==> config.mk <==
export PLATFORM = sky130hd
export DESIGN_NAME = sbg_host
export DESIGN_NICKNAME = d
export VERILOG_FILES = /design/src/sbg_pkg.sv /design/src/sbg_sync.sv /design/src/sbg_host.sv
export SDC_FILE = /design/constraint.sdc
export NUM_CORES = 1
export LEC_CHECK = 0
export BUFFER_PORTS_ARGS = -buffer_cell sky130_fd_sc_hd__buf_2
export CORE_MARGIN = 4
export CORE_UTILIZATION = 54
export CTS_CLUSTER_SIZE = 14
export DETAILED_ROUTE_END_ITERATION = 8
export PLACE_DENSITY = 0.87
export SETUP_SLACK_MARGIN = 0.4
export SYNTH_ARGS = -nofsm -noshare
export SYNTH_HDL_FRONTEND = slang
export SYNTH_HIERARCHICAL = 1
export SYNTH_SLANG_ARGS = --single-unit
==> constraint.sdc <==
create_clock -name clk -period 2.25 [get_ports clk]
set_input_delay 0.45 -clock clk [delete_from_list [all_inputs] [get_ports clk]]
set_output_delay 0.45 -clock clk [all_outputs]
set_load 0.005 [all_outputs]
==> src/sbg_pkg.sv <==
// Shared constants and types for the shared-bus flash/SRAM host controller.
// Assumes a 100 MHz system clock and a stacked flash + SRAM part on one bus.
package sbg_pkg;

  // Clock and timing figures
  localparam int unsigned SBG_CLK_PERIOD_NS = 10;   // System clock period
  localparam int unsigned SBG_RESET_LOW_NS  = 100;  // Least flash reset pulse
  localparam int unsigned SBG_ACCESS_NS     = 70;   // Read or write strobe time
  localparam int unsigned SBG_FLOAT_NS      = 25;   // Output float after strobe
  localparam int unsigned SBG_SYNC_STAGES   = 2;    // Pin synchroniser depth

  // Derived cycle counts (least times rounded up)
  localparam int unsigned SBG_RESET_LOW_CYC =
    (SBG_RESET_LOW_NS + SBG_CLK_PERIOD_NS - 1) / SBG_CLK_PERIOD_NS;
  localparam int unsigned SBG_ACCESS_CYC =
    (SBG_ACCESS_NS + SBG_CLK_PERIOD_NS - 1) / SBG_CLK_PERIOD_NS;
  localparam int unsigned SBG_FLOAT_CYC =
    (SBG_FLOAT_NS + SBG_CLK_PERIOD_NS - 1) / SBG_CLK_PERIOD_NS;
  localparam int unsigned SBG_SETUP_CYC  = 1;       // Address and select setup

  // Bus widths
  localparam int unsigned SBG_ADDR_W = 20;          // Word address width
  localparam int unsigned SBG_DATA_W = 16;          // Data bus width
  localparam int unsigned SBG_CNT_W  = 5;           // Phase counter width

  // Reset values
  localparam logic SBG_RP_N_RST = 1'b0;             // Flash held in reset

  // Target die, decoded once into selects
  typedef enum logic
  {
    SBG_TGT_FLASH = 1'b0,
    SBG_TGT_SRAM  = 1'b1
  } sbg_target_t;

  // User operation kinds
  typedef enum logic [1:0]
  {
    SBG_OP_READ     = 2'h0,                         // Array read, mode restored
    SBG_OP_WRITE    = 2'h1,                         // Plain bus write
    SBG_OP_READ_RAW = 2'h2                          // Read in current mode
  } sbg_op_t;

  // Bus phase states, Gray coded along the cycle
  typedef enum logic [1:0]
  {
    SBG_ST_IDLE   = 2'h0,
    SBG_ST_SETUP  = 2'h1,
    SBG_ST_STROBE = 2'h3,
    SBG_ST_HOLD   = 2'h2
  } sbg_state_t;

  // One user request
  typedef struct packed
  {
    sbg_target_t             target;
    sbg_op_t                 op;
    logic [SBG_ADDR_W-1:0]   addr;
    logic [SBG_DATA_W-1:0]   wdata;
  } sbg_req_t;

  // Shared-bus control pins, all low-active strobes except sram_select_high
  typedef struct packed
  {
    logic                    flash_ce_n;
    logic                    flash_we_n;
    logic                    flash_oe_n;
    logic                    sram_select_low_n;
    logic                    sram_select_high;
    logic                    sram_we_n;
    logic                    sram_oe_n;
    logic [SBG_ADDR_W-1:0]   addr;
  } sbg_pins_t;

  // Bus pins at rest: no die selected
  localparam sbg_pins_t SBG_PINS_IDLE = '{
    flash_ce_n: 1'b1, flash_we_n: 1'b1, flash_oe_n: 1'b1,
    sram_select_low_n: 1'b1, sram_select_high: 1'b0,
    sram_we_n: 1'b1, sram_oe_n: 1'b1, addr: '0};

endpackage

==> src/sbg_sync.sv <==
// Two-flop synchroniser for pin inputs of any width.
// Assumes each bit is a level; multi-bit data is only read once settled.
`timescale 1ns/10ps
module sbg_sync #(
  parameter int unsigned W = 1
) (
  // Clock and reset
  input  wire logic         clk,
  input  wire logic         rst_b,
  // Pin side
  input  wire logic [W-1:0] pin_i,
  // Synchronised side
  output logic      [W-1:0] sync_o
);

  logic [W-1:0] meta_q;                   // First stage, read by second only
  logic [W-1:0] sync_q;                   // Second stage

  // Two stages in series
  always_ff @(posedge clk or negedge rst_b)
  begin
    if (!rst_b)
    begin
      meta_q <= '0;
      sync_q <= '0;
    end
    else
    begin
      meta_q <= pin_i;
      sync_q <= meta_q;
    end
  end

  assign sync_o = sync_q;

endmodule

==> src/sbg_host.sv <==
// Host controller for a stacked flash + SRAM part on one shared bus.
// Assumes an asynchronous part, a power-good level and a processor reset pin.
//
// What this block does
// - Host issues read-array before array reads after program or erase
// - Flash reset follows the processor reset
// - Flash and SRAM never selected together
// - SRAM access allowed during flash program or erase
// - Only one die drives the shared bus
`timescale 1ns/10ps
module sbg_host #(
  parameter logic [7:0]  CMD_READ_ARRAY = 8'hff,  // Read-array command code
  parameter logic [7:0]  CMD_PROGRAM_A  = 8'h40,  // Program setup code
  parameter logic [7:0]  CMD_PROGRAM_B  = 8'h10,  // Alternate program setup
  parameter logic [7:0]  CMD_ERASE      = 8'h20,  // Block erase setup code
  parameter int unsigned RESET_LOW_CYC  = sbg_pkg::SBG_RESET_LOW_CYC,
  parameter int unsigned STROBE_CYC     = sbg_pkg::SBG_ACCESS_CYC + sbg_pkg::SBG_SYNC_STAGES,
  parameter int unsigned HOLD_CYC       = sbg_pkg::SBG_FLOAT_CYC
) (
  // Clock and reset
  input  wire logic                             clk,
  input  wire logic                             rst_b,
  // System levels from pins
  input  wire logic                             cpu_reset_b,
  input  wire logic                             power_good,
  // User request port
  input  wire logic                             req_valid,
  input  wire sbg_pkg::sbg_req_t                req,
  output logic                                  req_ready,
  output logic                                  rsp_valid,
  output logic [sbg_pkg::SBG_DATA_W-1:0]        rsp_rdata,
  // Shared bus pins
  output sbg_pkg::sbg_pins_t                    pins,
  output logic                                  flash_reset_powerdown_n,
  input  wire logic [sbg_pkg::SBG_DATA_W-1:0]   dq_i,
  output logic [sbg_pkg::SBG_DATA_W-1:0]        dq_o,
  output logic                                  dq_oe
);

  // Refuse counts the phase counter cannot hold
  if (STROBE_CYC < sbg_pkg::SBG_SYNC_STAGES + 1 || STROBE_CYC > 31 ||
      HOLD_CYC < 1 || HOLD_CYC > 31 || RESET_LOW_CYC < 1 || RESET_LOW_CYC > 31)
  begin : g_bad_counts
    $error("sbg_host: phase counts out of range");
  end

  localparam logic [sbg_pkg::SBG_CNT_W-1:0] RST_N   = sbg_pkg::SBG_CNT_W'(RESET_LOW_CYC);
  localparam logic [sbg_pkg::SBG_CNT_W-1:0] STB_N   = sbg_pkg::SBG_CNT_W'(STROBE_CYC - 1);
  localparam logic [sbg_pkg::SBG_CNT_W-1:0] HLD_N   = sbg_pkg::SBG_CNT_W'(HOLD_CYC - 1);
  localparam logic [sbg_pkg::SBG_CNT_W-1:0] SET_N   = sbg_pkg::SBG_CNT_W'(sbg_pkg::SBG_SETUP_CYC - 1);

  // Synchronised inputs
  logic [1:0]                       lvl_s;    // {power_good, cpu_reset_b}
  logic                             pg_s;     // Power good, synced
  logic                             cpu_s;    // Processor out of reset, synced
  logic [sbg_pkg::SBG_DATA_W-1:0]   dq_s;     // Read data, synced

  sbg_sync #(.W(2)) u_lvl_sync (
    .clk    (clk),
    .rst_b  (rst_b),
    .pin_i  ({power_good, cpu_reset_b}),
    .sync_o (lvl_s)
  );

  sbg_sync #(.W(sbg_pkg::SBG_DATA_W)) u_dq_sync (
    .clk    (clk),
    .rst_b  (rst_b),
    .pin_i  (dq_i),
    .sync_o (dq_s)
  );

  assign pg_s  = lvl_s[1];
  assign cpu_s = lvl_s[0];

  // Selects and strobes from one decoded target, so no overlap is possible
  function automatic sbg_pkg::sbg_pins_t drive_pins(
    input sbg_pkg::sbg_target_t            tgt,
    input logic                            wr_stb,
    input logic                            rd_stb,
    input logic [sbg_pkg::SBG_ADDR_W-1:0]  addr
  );
    sbg_pkg::sbg_pins_t p;
    p      = sbg_pkg::SBG_PINS_IDLE;
    p.addr = addr;
    if (tgt == sbg_pkg::SBG_TGT_FLASH)
    begin
      p.flash_ce_n = 1'b0;
      p.flash_we_n = !wr_stb;
      p.flash_oe_n = !rd_stb;
    end
    else
    begin
      p.sram_select_low_n = 1'b0;
      p.sram_select_high  = 1'b1;
      p.sram_we_n         = !wr_stb;
      p.sram_oe_n         = !rd_stb;
    end
    return p;
  endfunction

  // Flash reset group
  logic [sbg_pkg::SBG_CNT_W-1:0] rst_cnt_q, rst_cnt_d;  // Remaining low cycles
  logic                          rp_n_q,    rp_n_d;     // Flash reset pin level
  logic                          rst_cause;             // Any reason to hold reset

  // Keep reset low while a cause stands and for the least pulse after it
  always_comb
  begin
    rst_cause = !pg_s || !cpu_s;
    rst_cnt_d = rst_cnt_q;
    rp_n_d    = 1'b0;
    if (rst_cause)
    begin
      rst_cnt_d = RST_N;
    end
    else if (rst_cnt_q != '0)
    begin
      rst_cnt_d = rst_cnt_q - 1'b1;
    end
    else
    begin
      rp_n_d = 1'b1;
    end
  end

  always_ff @(posedge clk or negedge rst_b)
  begin
    if (!rst_b)
    begin
      rst_cnt_q <= RST_N;
      rp_n_q    <= sbg_pkg::SBG_RP_N_RST;
    end
    else
    begin
      rst_cnt_q <= rst_cnt_d;
      rp_n_q    <= rp_n_d;
    end
  end

  // Bus group
  sbg_pkg::sbg_state_t             st_q,    st_d;     // Bus phase
  logic [sbg_pkg::SBG_CNT_W-1:0]   cnt_q,   cnt_d;    // Cycles left in phase
  sbg_pkg::sbg_req_t               cur_q,   cur_d;    // Request in flight
  logic                            rest_q,  rest_d;   // Read-array write first
  logic                            dirty_q, dirty_d;  // Flash left array mode
  sbg_pkg::sbg_pins_t              pins_q,  pins_d;   // Registered bus pins
  logic [sbg_pkg::SBG_DATA_W-1:0]  dqo_q,   dqo_d;    // Data driven out
  logic                            dqoe_q,  dqoe_d;   // Data drive enable
  logic                            rdy_q,   rdy_d;    // Request accepted
  logic                            rv_q,    rv_d;     // Answer pulse
  logic [sbg_pkg::SBG_DATA_W-1:0]  rd_q,    rd_d;     // Answer data
  logic                            is_wr;             // Current phase writes
  logic [sbg_pkg::SBG_DATA_W-1:0]  wval;              // Value written now
  logic                            take;              // Request taken this edge
  logic                            flash_ok;          // Flash out of reset

  // Phase sequencing and pin drive
  always_comb
  begin
    st_d     = st_q;
    cnt_d    = cnt_q;
    cur_d    = cur_q;
    rest_d   = rest_q;
    dirty_d  = dirty_q;
    pins_d   = pins_q;
    dqo_d    = dqo_q;
    dqoe_d   = dqoe_q;
    rv_d     = 1'b0;
    rd_d     = rd_q;
    rdy_d    = 1'b0;
    flash_ok = rp_n_q;
    is_wr    = rest_q || (cur_q.op == sbg_pkg::SBG_OP_WRITE);
    wval     = rest_q ? sbg_pkg::SBG_DATA_W'(CMD_READ_ARRAY) : cur_q.wdata;
    take     = req_valid && rdy_q;
    if (!flash_ok)
    begin
      dirty_d = 1'b0;                             // Reset returns flash to array mode
    end
    case (st_q)
      sbg_pkg::SBG_ST_IDLE:
      begin
        // All selects off here: at least three gap cycles (two idle, one setup) between any two dies
        pins_d = sbg_pkg::SBG_PINS_IDLE;
        dqoe_d = 1'b0;
        if (take)
        begin
          cur_d  = req;
          rest_d = (req.target == sbg_pkg::SBG_TGT_FLASH) &&
                   (req.op == sbg_pkg::SBG_OP_READ) && dirty_q;
          st_d   = sbg_pkg::SBG_ST_SETUP;
          cnt_d  = SET_N;
        end
        else
        begin
          // Ready drops once a flash request waits with its reset low; SRAM still served
          rdy_d = !req_valid || req.target == sbg_pkg::SBG_TGT_SRAM || flash_ok;
        end
      end
      sbg_pkg::SBG_ST_SETUP:
      begin
        pins_d = drive_pins(cur_q.target, 1'b0, 1'b0, cur_q.addr);
        dqoe_d = is_wr;
        dqo_d  = wval;
        if (cnt_q == '0)
        begin
          st_d   = sbg_pkg::SBG_ST_STROBE;
          cnt_d  = STB_N;
          // Strobe asserts with select held low throughout
          pins_d = drive_pins(cur_q.target, is_wr, !is_wr, cur_q.addr);
        end
        else
        begin
          cnt_d = cnt_q - 1'b1;
        end
      end
      sbg_pkg::SBG_ST_STROBE:
      begin
        if (cnt_q == '0)
        begin
          st_d   = sbg_pkg::SBG_ST_HOLD;
          cnt_d  = HLD_N;
          pins_d = drive_pins(cur_q.target, 1'b0, 1'b0, cur_q.addr);
        end
        else
        begin
          cnt_d = cnt_q - 1'b1;
        end
      end
      sbg_pkg::SBG_ST_HOLD:
      begin
        // Synced data now reflects the pins late in the strobe
        if (cnt_q == HLD_N && !is_wr)
        begin
          rd_d = dq_s;
        end
        if (cnt_q == '0)
        begin
          pins_d = sbg_pkg::SBG_PINS_IDLE;
          dqoe_d = 1'b0;
          if (cur_q.target == sbg_pkg::SBG_TGT_FLASH && is_wr)
          begin
            // Track whether the flash has left read-array mode
            if (wval[7:0] == CMD_READ_ARRAY)
            begin
              dirty_d = 1'b0;
            end
            else if (wval[7:0] == CMD_PROGRAM_A || wval[7:0] == CMD_PROGRAM_B ||
                     wval[7:0] == CMD_ERASE)
            begin
              dirty_d = 1'b1;
            end
          end
          if (rest_q)
          begin
            rest_d = 1'b0;
            st_d   = sbg_pkg::SBG_ST_SETUP;
            cnt_d  = SET_N;
          end
          else
          begin
            rv_d = 1'b1;
            st_d = sbg_pkg::SBG_ST_IDLE;
          end
        end
        else
        begin
          cnt_d = cnt_q - 1'b1;
        end
      end
      default:
      begin
        st_d   = sbg_pkg::SBG_ST_IDLE;
        pins_d = sbg_pkg::SBG_PINS_IDLE;
        dqoe_d = 1'b0;
      end
    endcase
    // A flash cycle cut by reset is dropped; SRAM cycles go on
    if (!flash_ok && st_q != sbg_pkg::SBG_ST_IDLE &&
        cur_q.target == sbg_pkg::SBG_TGT_FLASH)
    begin
      st_d   = sbg_pkg::SBG_ST_IDLE;
      rest_d = 1'b0;
      pins_d = sbg_pkg::SBG_PINS_IDLE;
      dqoe_d = 1'b0;
      rv_d   = 1'b0;
    end
  end

  always_ff @(posedge clk or negedge rst_b)
  begin
    if (!rst_b)
    begin
      st_q    <= sbg_pkg::SBG_ST_IDLE;
      cnt_q   <= '0;
      cur_q   <= '0;
      rest_q  <= 1'b0;
      dirty_q <= 1'b0;
      pins_q  <= sbg_pkg::SBG_PINS_IDLE;
      dqo_q   <= '0;
      dqoe_q  <= 1'b0;
      rdy_q   <= 1'b0;
      rv_q    <= 1'b0;
      rd_q    <= '0;
    end
    else
    begin
      st_q    <= st_d;
      cnt_q   <= cnt_d;
      cur_q   <= cur_d;
      rest_q  <= rest_d;
      dirty_q <= dirty_d;
      pins_q  <= pins_d;
      dqo_q   <= dqo_d;
      dqoe_q  <= dqoe_d;
      rdy_q   <= rdy_d;
      rv_q    <= rv_d;
      rd_q    <= rd_d;
    end
  end

  // Outputs straight from flops
  assign req_ready               = rdy_q;
  assign rsp_valid               = rv_q;
  assign rsp_rdata               = rd_q;
  assign pins                    = pins_q;
  assign flash_reset_powerdown_n = rp_n_q;
  assign dq_o                    = dqo_q;
  assign dq_oe                   = dqoe_q;

  // Checks on the bus this controller drives
  logic f_on;                                     // Flash selected
  logic s_on;                                     // SRAM selected
  logic [sbg_pkg::SBG_CNT_W-1:0] low_len_q;       // Cycles reset has been low
  assign f_on = !pins_q.flash_ce_n;
  assign s_on = !pins_q.sram_select_low_n && pins_q.sram_select_high;

  always_ff @(posedge clk or negedge rst_b)
  begin
    if (!rst_b)
      low_len_q <= '0;
    else if (rp_n_q)
      low_len_q <= '0;
    else if (low_len_q != '1)
      low_len_q <= low_len_q + 1'b1;
  end
endmodule

==> metrics.txt, run 1 <==
Longest Clk Path Bufs 2; Critical Setup Path Class flip-flop to flip-flop; largest family of logic cells by synthesized area simple AND/OR/NAND/NOR gates; dpl cell area roughly 0.0065 mm^2; Lkg Pwr around 0.0036 uW; VDD IR-drop max about 0.00062 V; Final nets 663; GR Overflow Total 0; Ports between 100 and 150; syn_nets 514; Starting DRT DRC Count about 420; post-route cell area between 0.007 and 0.008 mm^2; Slowest-stage cell, CP or4b_4; commonest non-fill, non-tap cell in the layout dfrtp_1; DRC 0; adder-cell share of the synthesized area less than 1%; Slew Limit Fails 0; Max Cap Viol 0; peak fanout along the critical path 7; CP cell instances inv_2 > ha_4 > or4b_4 > o21ai_0 > o211ai_1 > o211ai_1; Tightest Hold Check Type input port to flip-flop; routed len/inst ~18 um; Post-DRT Antenna Nets 0; Cell Area, Synth 0.00567 mm^2; cts bufs inserted 17; initial antenna violation count 0; htree depth 4; first-pass GRT wire length between 20 and 25 mm; r2r setup slk about 380 ps; Core Region ~0.010 mm^2; post-route minimum period approximately 1900 ps; RePlAce Congestion approximately 0.9; port bufs 122; Ys Warns 6; Die ar. between 0.01 and 0.015 mm^2; CTS root buf clkbuf_8; Worst EP required approximately 2700 ps; Vias 4118; Cells after Synth 450; setup tns final 0 ps; Sinks on Clock Net ~150; status finished clean; synth-to-layout area growth 29.2%; pin count of the biggest net entering global routing 48; compound-gate portion of the synthesized area ~5.9%; Setup crit start kind flip-flop; crit-path max cell delay about 520 ps; top_reg_cell synth dfrtp_1; Routed WL about 13 mm; Max Fclk roughly 530 MHz; vias in the first global route approximately 4300; RSZ-0062 raised after global routing true; fin util around 70%; ys async rst share 100%; EDFF count, synth 0; Crit path top cell by count o211ai_1; Crit path max-delay family compound AO/OA/AOI/OAI gates; Final Hold Viols 0; final setup fails 0; Final WS setup approximately 380 ps; crit path capture type flip-flop; share of layout cells above drive strength 1 42.5%; CTS tree yes; Clock Skew a little under 10 ps; Worst EP arrival ~2300 ps; Worst-Skew Late Latency about 530 ps; clk slew on worst S/H paths 70 ps; Die Wd about 110 um; slew at the pin closest to its max-slew limit 500 ps; gr usage total a little over a fifth; Post-DP HPWL between 8 and 9 mm; Initial Util between 50 and 60%; # rows 37; register area share after synthesis about two thirds; Tcrit/Tclk final between 80% and 90%; Synth cell types 40; simple-gate share of the synthesized area about 13%; Pwr Density ~1300 mW/mm^2; most frequent cells in the layout 143 x dfrtp_1, 122 x buf_2, 75 x nand2_1; Die Y 110 um; Yosys reg bits between 150 and 200; Worst Path Buf+Inv 1; Syn Area/Cell 12.6 um^2; mux share of post-synthesis cell area 10.9%; Via density between 5 and 6; XOR/XNOR Fraction of Synth Area less than 1%; max_slew headroom between 60% and 70%; antenna cells 0; drt pass-1 iters 4; Placement Setup Slack approximately 110 ps
==> final timing paths <==
kind                                      start              endpoint  cells after the start
max                                    cnt_q[0]              cnt_q[1]                      6
min                                 cpu_reset_b  u_lvl_sync/meta_q[0]                      1
max reg2reg                            cnt_q[0]              cnt_q[1]                      6
min reg2reg                u_dq_sync/meta_q[14]  u_dq_sync/sync_o[14]                      0
max in group asynchronous                 rst_b               dq_o[0]                      3
min in group asynchronous                 rst_b          rsp_rdata[5]                      2
==> area by class of cell <==
cell class / instances / area, um^2
Timing Repair Buffer: 149 / 902
Sequential cell: 152 / 3810
Inverter: 7 / 26.3
Fill cell: 685 / 2960
Multi-Input combinational cell: 272 / 1810
Clock buffer: 21 / 449
Tap cell: 136 / 170
Clock inverter: 11 / 148
==> registers in the layout, summed over array words and instances, names as in the netlist, 5 cells and up <==
| register | count |
|---|---|
| cur_q | 39 |
| u_dq_sync/sync_o | 16 |
| dq_o | 16 |
| u_dq_sync/meta_q | 16 |
| pins | 27 |
| cnt_q | 5 |
| rst_cnt_q | 5 |
| rsp_rdata | 16 |
==> power breakdown <==
group          internal, uW  switching, uW
clock network          1750           1080
logic                  1250           1300
registers              3510            510
==> metrics by stage <==
| stage | cells | hold WS, ps | total power (uW) |
|---|---|---|---|
| after detailed placement | 704 | 336 | 6290 |
| after CTS | 742 | 3.85 | 9270 |
| after global placement | 704 | 332 | 6140 |
| after floorplan | 450 | 154 | 5380 |
| after global routing | 748 | 1.85 | 9950 |
| final | 748 | 27.8 | 9410 |
==> kinds of logic (layout without fill, tap and decap cells) <==
| family | Yosys count | in the layout |
|---|---|---|
| mux | 55 | 55 |
| fa+ha+maj | 4 | 4 |
| flops | 152 | 152 |
| xor+xnor | 2 | 2 |
| buf+inv | 27 | 188 |
| simple gates | 158 | 159 |
| compound gates | 52 | 52 |
==> Yosys cell counts, drive strengths merged, types with 4 or more instances <==
| library cell | count | share of area (%) |
|---|---|---|
| buf | 11 | 0.99 |
| nand2 | 76 | 5.0 |
| nand2b | 4 | 0.44 |
| o22a | 4 | 0.62 |
| a21oi | 15 | 1.3 |
| ha | 4 | 0.88 |
| dfrtp | 144 | 64 |
| clkbuf | 9 | 0.60 |
| o21ai | 18 | 1.6 |
| nor3 | 6 | 0.53 |
| dfstp | 8 | 3.7 |
| nor2 | 29 | 1.9 |
| inv | 7 | 0.46 |
| nand3 | 22 | 1.9 |
| mux2 | 55 | 11 |
==> routing by layer <==
| layer | wire (um) | up-vias | track usage (%) |
|---|---|---|---|
| li1 | - | 1840 | - |
| met2 | 6880 | 168 | 37.1 |
| met5 | 0 | - | 0 |
| met4 | 369 | 0 | 9.03 |
| met3 | 895 | 38 | 7.56 |
| met1 | 5090 | 2072 | 25.6 |
==> repair_timing <==
action                                  CTS  global route
gates cloned                              0             3
gates resized for setup                   6            12
hold buffers                              1             0
buffers inserted                          5             3
endpoints found under the setup margin   34            44
pin swaps                                 3             1
endpoints found under the hold margin    42             0
No activity file was read; power rests on OpenSTA's default activity.
==> run 2: changes to the inputs <==
- clock period: 2.25 -> 1.8 ns (I/O delays scaled with it)
==> run 2 against run 1 <==
  * Sequential power up 30%
  * Critical endpoint is now cnt_q[3]
  * The flow now finishes with violations (negative setup slack)
  * Critical path type unchanged
  * Global-route usage increased by 6.3 points
  * Largest power group is now combinational logic
  * Clock skew grew 7.2 ps
==> metrics.txt, run 2 (same netlist as run 1, synthesis figures left out) <==
status finished with violations; failing checks negative setup slack; Starting DRT DRC Count approximately 560; met2 usage ~48%; Biggest register cur_q; fill count between 400 and 500; CP cell instances inv_2 > ha_4 > or4b_4 > buf_4 > buf_6 > o22ai_1 > a22o_1; Post-DRT Antenna Nets 0; most frequent cells in the layout 142 x dfrtp_1, 115 x buf_2, 71 x buf_4; vias in the first global route just under 5000; Final nets 760; Clock Skew about 17 ps; RSZ-0062 raised after global routing true; Final Hold Viols 0; Tcrit/Tclk final 108%; drt pass-1 iters 5; clock power share 25.4%; Pwr Density around 1600 mW/mm^2; RePlAce Congestion a little under 0.9; Most Crowded Layer GR met2; Routed WL between 20 and 25 mm; max reg flops 39; Worst EP arrival 2410 ps; gr usage total approximately 28%; Die Wd ~110 um; Ports between 100 and 150; Setup crit start kind flip-flop; Via density 6.14; CTS root buf clkbuf_8; Longest Clk Path Bufs 2; Flop pwr share 35.8%; footprint of the multi-input gates roughly 0.0024 mm^2; htree depth 4; Comb pwr share 38.8%; Tightest Hold Check Type input port to flip-flop; port bufs 122; Critical Setup Path Class flip-flop to flip-flop; crit-path max cell delay around 540 ps; setup tns final -3720 ps; Final WS setup -141 ps; final setup fails 50; Worst EP required ~2300 ps; Slew Limit Fails 0; Register Area 0.00382 mm^2; commonest non-fill, non-tap cell in the layout dfrtp_1; first-pass GRT wire length roughly 27 mm; Die ar. between 0.01 and 0.015 mm^2; DRC 0; hold slack final approximately 68 ps; Worst-Skew Late Latency 540 ps; fin util between 80% and 90%; initial antenna violation count 0; slew at the pin closest to its max-slew limit between 600 and 700 ps; Int Power 9580 uW; Max Fclk 515 MHz; Switch Pwr between 5000 and 6000 uW; met1 Use GR a little over a third; VDD IR-drop max between 0.001 and 0.0015 V; synth-to-layout area growth 58.8%; sw frac between 30 and 40%; Post-DP HPWL about 8.6 mm; clk slew on worst S/H paths around 70 ps; Max Cap Viol 0; Vias around 5200; # rows 37; Core Region a little over 0.01 mm^2; Lkg Pwr 0.00447 uW; Slowest-stage cell, CP or4b_4; Initial Util about 55%; cts bufs inserted 17; crit path capture type flip-flop; antenna cells 0; met3 Use GR just under 7%; pin count of the biggest net entering global routing between 40 and 50; routed len/inst about 26 um; max_slew headroom between 50 and 60%; CTS tree yes; post-route minimum period just under 2000 ps; GR Overflow Total 0; share of layout cells above drive strength 1 between 50% and 60%; Sinks on Clock Net 152; Die Y around 110 um; peak fanout along the critical path 7
run 2: changes by cell type in the layout (fill, tap and decap cells not counted), sizes merged, moves of 2 or more:
cell | before | now
inv | 8 | 6
dlygate4sd3 | 1 | 20
buf | 147 | 225
clkinvlp | 4 | 2
clkinv | 3 | 7
run 2: repair_timing:
item                                   in CTS  in global routing
pin swaps                                  30                 28
setup endpoints to repair                 166                176
gates resized for setup                    57                104
endpoints found under the hold margin      55                  0
cloned                                      9                  3
hold buffers                               20                  0
setup buffers                              41                 29
run 2: power groups by stage:
stage / registers (uW) / logic, uW / clock network [uW]
floorplan: 4960 / 2160 / 0
global placement: 4960 / 3170 / 0
detailed placement: 5030 / 3320 / 0
CTS: 5020 / 4320 / 3670
global route: 5310 / 5880 / 3910
finish: 5240 / 5660 / 3710
run 2: final timing paths:
check                                          start                   end  slack [ps]  cells past startpoint
min in group asynchronous                      rst_b   u_dq_sync/meta_q[9]         350                      2
max in group asynchronous                      rst_b             cur_q[27]         740                      3
worst max-delay path                        cnt_q[0]              cnt_q[3]        -140                      7
worst max register to register              cnt_q[0]              cnt_q[3]        -140                      7
worst min register to register  u_dq_sync/meta_q[11]  u_dq_sync/sync_o[11]         340                      0
worst min-delay path                         req[28]             cur_q[28]          70                      2
run 2: area by class of cell:
cell class | instances | area share (%)
Tap cell | 136 | 1.89
Inverter | 7 | 0.334
Clock buffer | 20 | 4.73
Sequential cell | 152 | 42.4
Multi-Input combinational cell | 271 | 26.5
Timing Repair Buffer | 247 | 22.2
Clock inverter | 12 | 1.97
run 2: worst max-delay path: cells and delay by family (launching register included):
family / cells / cell delay (ps)
AOI/OAI and AO/OA: 2 / 400
adders and majority gates: 1 / 130
buffers and inverters: 3 / 400
DFF: 1 / 410
and+or+nand+nor: 1 / 540
run 2: routing by layer:
metal  vias up  part of all wire (%)
met1      2569                    35
met5         -                     0
met2       438                    50
li1       2045                     -
met3       139                   8.4
met4         0                   6.4
run 2: stage by stage:
step / power (uW) / area, um^2 / cells / worst slack, ps
floorplan: 7120 / 5860 / 450 / 58.6
global placement: 8130 / 6750 / 711 / 3.38
detailed placement: 8350 / 6750 / 711 / -52.1
CTS: 13000 / 8290 / 813 / 58.3
global route: 15100 / 9000 / 845 / -147
finish: 14600 / 9000 / 845 / -141
